$ cat src/hdl/lock_fwd_map.vh
/*
  Constants for the downstream lock forwarding block: routing code, lock granularity
  and state encodings.
  Assumes inclusion by the bridge lock logic, which runs on the upstream bus clock.
*/
// Functional notes
// - Upstream lock input is taken from multifunction pin four when routing selects it.
// - Locks are forwarded only downstream; card-originated locks never go upstream.
// - Nonexclusive accesses outside the locked region proceed normally while locked.
// - Other initiators may use the bus while one master owns lock.
// - Locked region is a naturally aligned sixteen-byte block.
// - Write posting is disabled throughout a locked operation.
// - Bridge lock behaviour applies equally on the card bridging path.
// - Card-side lock protocol uses the dedicated card lock signal.
// - Device drives card lock to gain exclusive access to the card target.
`ifndef LOCK_FWD_MAP_VH
`define LOCK_FWD_MAP_VH
`define MFP4_ROUTE_W     4
`define MFP4_ROUTE_LOCK  4'h2
`define LOCK_GRAN_BITS   4
`define ADDR_W           32
`define ST_IDLE          4'h1
`define ST_CLAIM         4'h2
`define ST_HELD          4'h4
`define ST_DRAIN         4'h8
`endif

$ cat src/hdl/lock_forwarding.v
/*
  Downstream lock forwarding for an upstream-to-card bridge path: routes the upstream lock
  from multifunction pin four, claims the card lock, holds the locked region, gates write
  posting and decides whether each downstream access must carry the lock.
  Assumes all inputs are synchronous to clk_i and the upstream decoder flags each
  transaction start and end for accesses that target the card.
*/
`include "lock_fwd_map.vh"
module lock_forwarding (
  input  wire                     clk_i,
  input  wire                     rst_n_i,
  input  wire [`MFP4_ROUTE_W-1:0] mfp4_route_i,
  input  wire                     multifunction_pin_four_n_i,
  input  wire                     txn_start_i,
  input  wire                     txn_end_i,
  input  wire [`ADDR_W-1:0]       txn_addr_i,
  input  wire                     card_lock_n_i,
  output reg                      card_lock_n_o,
  output reg                      card_lock_oe_o,
  output reg                      post_en_o,
  output reg                      txn_locked_o,
  output reg                      lock_active_o
);
  reg  [3:0]         state_q;
  reg  [3:0]         state_d;
  reg  [`ADDR_W-1:0] base_q;
  reg                busy_q;
  reg                lock_prev_q;
  wire               lock_routed;
  wire               lock_asserted;
  wire               lock_edge;
  wire               region_hit;

  assign lock_routed   = (mfp4_route_i == `MFP4_ROUTE_LOCK);
  // Card lock input is never looked at: locks from the card stay downstream.
  assign lock_asserted = lock_routed && !multifunction_pin_four_n_i;
  // A new locked sequence starts when lock is low at a start after being high before.
  assign lock_edge     = lock_asserted && !lock_prev_q;

  lock_region_match u_match (
    .addr_i         (txn_addr_i),
    .base_i         (base_q),
    .region_valid_i (state_q != `ST_IDLE),
    .hit_o          (region_hit)
  );

  always @* begin
    state_d = state_q;
    case (state_q)
      `ST_IDLE: begin
        // Grant alone never takes lock; only a start with lock newly asserted does.
        if (txn_start_i && lock_edge) begin
          state_d = `ST_CLAIM;
        end
      end
      `ST_CLAIM: begin
        if (txn_end_i) begin
          state_d = lock_asserted ? `ST_HELD : `ST_IDLE;
        end
      end
      `ST_HELD: begin
        if (!lock_asserted) begin
          state_d = (busy_q && !txn_end_i) ? `ST_DRAIN : `ST_IDLE;
        end
      end
      `ST_DRAIN: begin
        if (txn_end_i) begin
          state_d = `ST_IDLE;
        end
      end
      default: begin
        state_d = `ST_IDLE;
      end
    endcase
  end

  always @(posedge clk_i) begin
    if (!rst_n_i) begin
      state_q        <= `ST_IDLE;
      base_q         <= {`ADDR_W{1'b0}};
      busy_q         <= 1'b0;
      lock_prev_q    <= 1'b0;
      card_lock_n_o  <= 1'b1;
      card_lock_oe_o <= 1'b0;
      post_en_o      <= 1'b1;
      txn_locked_o   <= 1'b0;
      lock_active_o  <= 1'b0;
    end else begin
      state_q     <= state_d;
      lock_prev_q <= lock_asserted;
      if (txn_start_i) begin
        busy_q <= 1'b1;
      end else if (txn_end_i) begin
        busy_q <= 1'b0;
      end
      if (state_q == `ST_IDLE && txn_start_i && lock_edge) begin
        base_q <= txn_addr_i;
      end
      // Card lock is driven on its own dedicated pin while a lock is forwarded.
      card_lock_oe_o <= (state_d != `ST_IDLE);
      card_lock_n_o  <= !(state_d == `ST_HELD || state_d == `ST_DRAIN ||
                          (state_d == `ST_CLAIM && state_q == `ST_CLAIM));
      post_en_o      <= (state_d == `ST_IDLE);
      lock_active_o  <= (state_d != `ST_IDLE);
      // Accesses outside the region run unlocked, leaving the bus open to others.
      if (txn_start_i) begin
        txn_locked_o <= (state_q == `ST_IDLE) ? lock_edge :
                        (region_hit && lock_asserted);
      end else if (txn_end_i) begin
        txn_locked_o <= 1'b0;
      end
    end
  end
endmodule // lock_forwarding

$ cat src/hdl/lock_region_match.v
/*
  Compares an access address with the held lock region at sixteen-byte granularity.
  Assumes the region base is valid only while region_valid_i is high.
*/
`include "lock_fwd_map.vh"
module lock_region_match (
  input  wire [`ADDR_W-1:0] addr_i,
  input  wire [`ADDR_W-1:0] base_i,
  input  wire               region_valid_i,
  output wire               hit_o
);
  // Only bits above the granule take part in the compare.
  assign hit_o = region_valid_i &&
                 (addr_i[`ADDR_W-1:`LOCK_GRAN_BITS] == base_i[`ADDR_W-1:`LOCK_GRAN_BITS]);
endmodule // lock_region_match

$ cat config.mk
export PLATFORM = sky130hd
export DESIGN_NAME = lock_forwarding
export DESIGN_NICKNAME = d
export VERILOG_FILES = /design/src/hdl/lock_forwarding.v /design/src/hdl/lock_region_match.v
export VERILOG_INCLUDE_DIRS = /design/src /design/src/hdl
export SDC_FILE = /design/constraint.sdc
export NUM_CORES = 1
export LEC_CHECK = 0
export BUFFER_PORTS_ARGS = -buffer_cell sky130_fd_sc_hd__buf_2
export CAP_MARGIN = 20
export CORE_MARGIN = 2
export CORE_UTILIZATION = 59
export CTS_BUF_LIST = sky130_fd_sc_hd__clkbuf_4 sky130_fd_sc_hd__clkbuf_8
export DETAILED_ROUTE_END_ITERATION = 12
export HOLD_SLACK_MARGIN = 0.03
export PLACE_DENSITY = 0.88
export SLEW_MARGIN = 10
export SYNTH_ARGS = -nofsm -noshare
export SYNTH_HDL_FRONTEND = slang
export SYNTH_SLANG_ARGS = --single-unit
$ cat constraint.sdc
create_clock -name clk_i -period 3.2 [get_ports clk_i]
set_clock_uncertainty 0.05 [all_clocks]
set_input_delay 0.48 -clock clk_i [delete_from_list [all_inputs] [get_ports clk_i]]
set_output_delay 0.48 -clock clk_i [all_outputs]
set_load 0.1 [all_outputs]
## Word-level counts from Yosys, hierarchy flattened

Cells that the tools add are included.

| storage, ports and cells | value |
|---|---|
| bits in registers | 42 |
| output and inout port bits | 5 |

| operators by class | value |
|---|---|
| multiplexer cells | 11 |
| eq/ne operators | 12 |
| reduce and logical (&&, ||, !) cells | 16 |

Operator list:

| cell | count |
|---|---|
| $eq 28x28->1 | 1 |
| $mux 4 | 5 |
| $pmux 4 s4 | 1 |
| $eq 4x2->1 const B | 3 |
| $logic_and 1x1->1 | 9 |
| $eq 4x1->1 const B | 2 |
| $eq 4x3->1 const B | 2 |
| $eq 4x4->1 const B | 2 |
| $ne 4x1->1 const B | 2 |
| $logic_not 1->1 | 4 |
| $mux 1 | 4 |
| $mux 3 | 1 |
| $logic_or 1x1->1 | 2 |
| $reduce_bool 2->1 | 1 |

## Logic depth before layout (Yosys ltp)

| depth | value |
|---|---|
| depth after elaboration | 10 |
| depth in mapped cells | 7 |

## Hierarchy

A second synthesis with hierarchy kept.

| second synthesis, totals | value |
|---|---|
| cell total of the unflattened synthesis | 230 |
| area, all modules | 1945.6 um^2 |

Modules (own cells, without submodules):

| module | area an instance (um^2) | times used | cells an instance | seq. area each (um^2) |
|---|---|---|---|---|
| lock_forwarding | 1634.1 | 1 | 192 | 840.8 |
| lock_region_match | 311.5 | 1 | 38 | 0.0 |

## Worst setup path before layout

Ideal clock, no wire load.

| path | value |
|---|---|
| path kind | input port to flip-flop |
| from | input port mfp4_route_i[3] |
| to | register base_q[14] |
| stages | 7 |
| arrival time | 1.896 ns |
| library setup time | 0.116 ns |
| path buffers | 2 |
| path slack | 1.138 ns |
| cells stage by stage | nand2b_1 > or4b_4 > nor3_4 > buf_6 > buf_12 > mux2i_1 > nor2b_1 |

| between the ends | value |
|---|---|
| cells in the longest elaborated chain, start to end | 4 |

RTL lines:

| item | line | RTL |
|---|---|---|
| start: declaration | lock_forwarding.v:12 | `` input wire [`MFP4_ROUTE_W-1:0] mfp4_route_i, `` |
| $eq 4x2->1 (no source line) | -- |  |
| $logic_and 1x1->1 | lock_forwarding.v:36 | `assign lock_asserted = lock_routed && !multifunction_pin_four_n_i;` |
| $logic_and 1x1->1 | lock_forwarding.v:38 | `assign lock_edge = lock_asserted && !lock_prev_q;` |
| $logic_and 1x1->1 | lock_forwarding.v:96 | `` if (state_q == `ST_IDLE && txn_start_i && lock_edge) begin `` |
| end signal: assignment | lock_forwarding.v:80 | `` base_q <= {`ADDR_W{1'b0}}; `` |
| end signal: assignment | lock_forwarding.v:97 | `base_q <= txn_addr_i;` |
| end: declaration | lock_forwarding.v:26 | `` reg [`ADDR_W-1:0] base_q; `` |

Every way passes these cells.
A chain may end at the register's enable or synchronous reset.

## Worst setup path in the final report

| path | value |
|---|---|
| from | register state_q[0] |
| to | register base_q[26] |

| between the ends | value |
|---|---|
| cells in the longest elaborated chain, start to end | 3 |

RTL lines:

| item | line | RTL |
|---|---|---|
| start: declaration | lock_forwarding.v:24 | `reg [3:0] state_q;` |
| start signal: assignment | lock_forwarding.v:79 | `` state_q <= `ST_IDLE; `` |
| start signal: assignment | lock_forwarding.v:89 | `state_q <= state_d;` |
| $eq 4x1->1 | -- |  |
| $logic_and 1x1->1 (2 in a row) | lock_forwarding.v:96 |  |

Every way passes these cells.

==> flow_metrics.tcl <==
set metrics [dict create \
    hold_ws_ps 347 \
    die_w_um 60.2 \
    ios 47 \
    max_freq_mhz 461 \
    initial_core_util 0.615 \
    p_per_area_mw_per_mm2 389 \
    gp_congestion 0.835 \
    synthDistinctLibCells 33 \
    peakVddDrop_mv 0.228 \
    final.period_utilization 0.678 \
    grt_pass1_vias 1295 \
    die_y_um 60.2 \
    critPathLaunchType "flip-flop" \
    antenna_found_initial 0 \
    cp.buffers_inverters 1 \
    worstMarginPinSlew_ps 486 \
    crit_family "simple AND/OR/NAND/NOR gates" \
    synthFlopType "dfxtp_1" \
    critPathSlowestCell "or4b_1" \
    io_buffers 41 \
    post-route-drc-count 0 \
    num_vias 1383 \
    critPathMaxStageDelay_ps 620 \
    drive_gt1_frac 0.232 \
    worstPathArrival_ps 2360 \
    diodes 0 \
    synthCells 182 \
    path_max_fanout 29 \
    grt_start_max_net_pins 35 \
    synth_largest_area_cell "dfxtp_1" \
    cp.required_ps 3390 \
    grt_first_pass_wirelength_mm 5.58 \
    yosysTopAreaCellShare 0.409 \
    avgSynthCellArea_um2 10.2 \
    rrSetupSlack_ps 1030 \
    totalWireLength_mm 3.26 \
    max-cap-violations 0 \
    synth_edf_count 0 \
    cts_setup_buffers 0 \
    wire_per_inst_um 12.2 \
    nets 265 \
    leakage_nw 0.758 \
    min_period_ps 2170 \
    clock-sinks 38 \
    slew_violations 0 \
    hp-class "primary input to flip-flop" \
    fin_util 0.704 \
    placed_area_mm2 0.00207 \
    drt_first_pass_iters 4 \
    synth_nets 224 \
    cts_tree "built" \
    netlist_top_cells_count "dfxtp_1 (38), nor2b_1 (32), mux2i_1 (28)" \
    clk_pin_slew_ps 110 \
    die-area_mm2 0.00362 \
    antenna_left 0 \
    dr.first_iter.drc_count 87 \
    yosysWarningCount 0 \
    worst_slack_ps 1030 \
    area_delta_synth_final_pct 14.4 \
    track_usage 0.213 \
    slew_headroom 0.676 \
    stdcell_area_mm2 0.00213 \
    ys_seq_elements 38 \
    netlist_area_mm2 0.00186 \
    cts_max_path_buffers 2 \
    synth-seq-area-share 0.409 \
    root_buffer "clkbuf_4" \
    core-area_mm2 0.00303 \
    hold_violations 0 \
    crit_chain "or4b_1 > nor3_4 > buf_4 > mux2i_1 > nor2b_1" \
    grt_overflow 0 \
    cts_made_buffers 5 \
    setup_violations 0 \
    hold_buffers 0 \
    path_class "flip-flop to flip-flop" \
    outcome "finished clean" \
    htreeDepth 2 \
    clk_latency_ps 340 \
    ys_top_cells_by_area "dfxtp_1 (41%), mux2i_1 (15%), nor2b_1 (11%), xnor2_1 (9.4%), xor2_1 (4.2%)" \
    row_count 20 \
    preCtsSetupSlack_ps 779 \
    tns_ps 0 \
    async_flop_share 0 \
    rsz0062_at_grt "no" \
    worstSetupEndpointType "flip-flop" \
    synth_most_common_cell "dfxtp_1" \
    vias_per_cell 5.16 \
    cts-resized-gates 0 \
]
## routing by layer
| metal | track usage | share of wire | vias up |
|---|---|---|---|
| met5 | 0 | 0 | - |
| met4 | 0.0857 | 0.011 | 0 |
| met3 | 0.0779 | 0.046 | 4 |
| met2 | 0.360 | 0.51 | 26 |
| met1 | 0.241 | 0.44 | 639 |
| li1 | - | - | 714 |
## cells in the final DEF, fill, tap and decap left out, drive strengths merged
master  instances
clkinv          1
a22oi           1
mux2i          28
a311oi          1
and2            2
nand2           3
nand4           6
o211a           1
nor4            6
o21a            2
nor4b           2
a31oi           1
a21oi           1
dfxtp          38
clkbuf          7
nor2            4
a21boi          1
nand2b          2
nor3            2
xnor2          20
nor3b           1
or4b            2
buf            42
or4             2
o21ai           5
inv             2
nor2b          32
xor2            9
## power breakdown
part	switching, mW	internal [mW]
Clock	0.149	0.115
Combinational	0.0432	0.0413
Sequential	0.00300	0.477
## through the flow
stage / total power [mW] / cells
2_1_floorplan: 0.538 / 182
3_3_place_gp: 0.574 / 260
3_5_place_dp: 0.576 / 260
4_1_cts: 0.840 / 268
5_1_grt: 0.873 / 268
6_report: 0.829 / 268
## registers in the layout, summed over array words and instances (netlist names)
name           cells
lock_prev_q        1
base_q            28
busy_q             1
txn_locked_o       1
state_q            4
lock_active_o      1
post_en_o          1
card_lock_n_o      1
## worst reg2reg max path: stages, from the launching register on
cell     delay [ps]
dfxtp_1         460
or4b_1          620
nor3_4          160
buf_4           430
mux2i_1         290
nor2b_1          60
## cell families after synthesis
kind of cell | after synthesis | synth area share
DFF | 38 | 0.409
buffers and inverters | 10 | 0.0376
AOI/OAI and AO/OA | 13 | 0.0457
xor gates and xnor gates | 29 | 0.136
and+or+nand+nor | 64 | 0.221
muxes | 28 | 0.151
## worst paths after layout
| path | from | endpoint | cells after the start |
|---|---|---|---|
| worst min-delay path | txn_end_i | state_q[3] | 2 |
| worst min register to register | base_q[8] | base_q[8] | 2 |
| worst max-delay path | state_q[0] | base_q[26] | 5 |
| worst max register to register | state_q[0] | base_q[26] | 5 |
## cell type report
cell class	count	area [µm²]
clock buffer	7	58.8
clock inverter	1	5.00
fill	254	897
inverter	2	7.51
multi-input combinational	134	1030
sequential	38	761
tap	44	55.1
timing repair buffer	42	213
No activity file was read; power rests on OpenSTA's default activity.
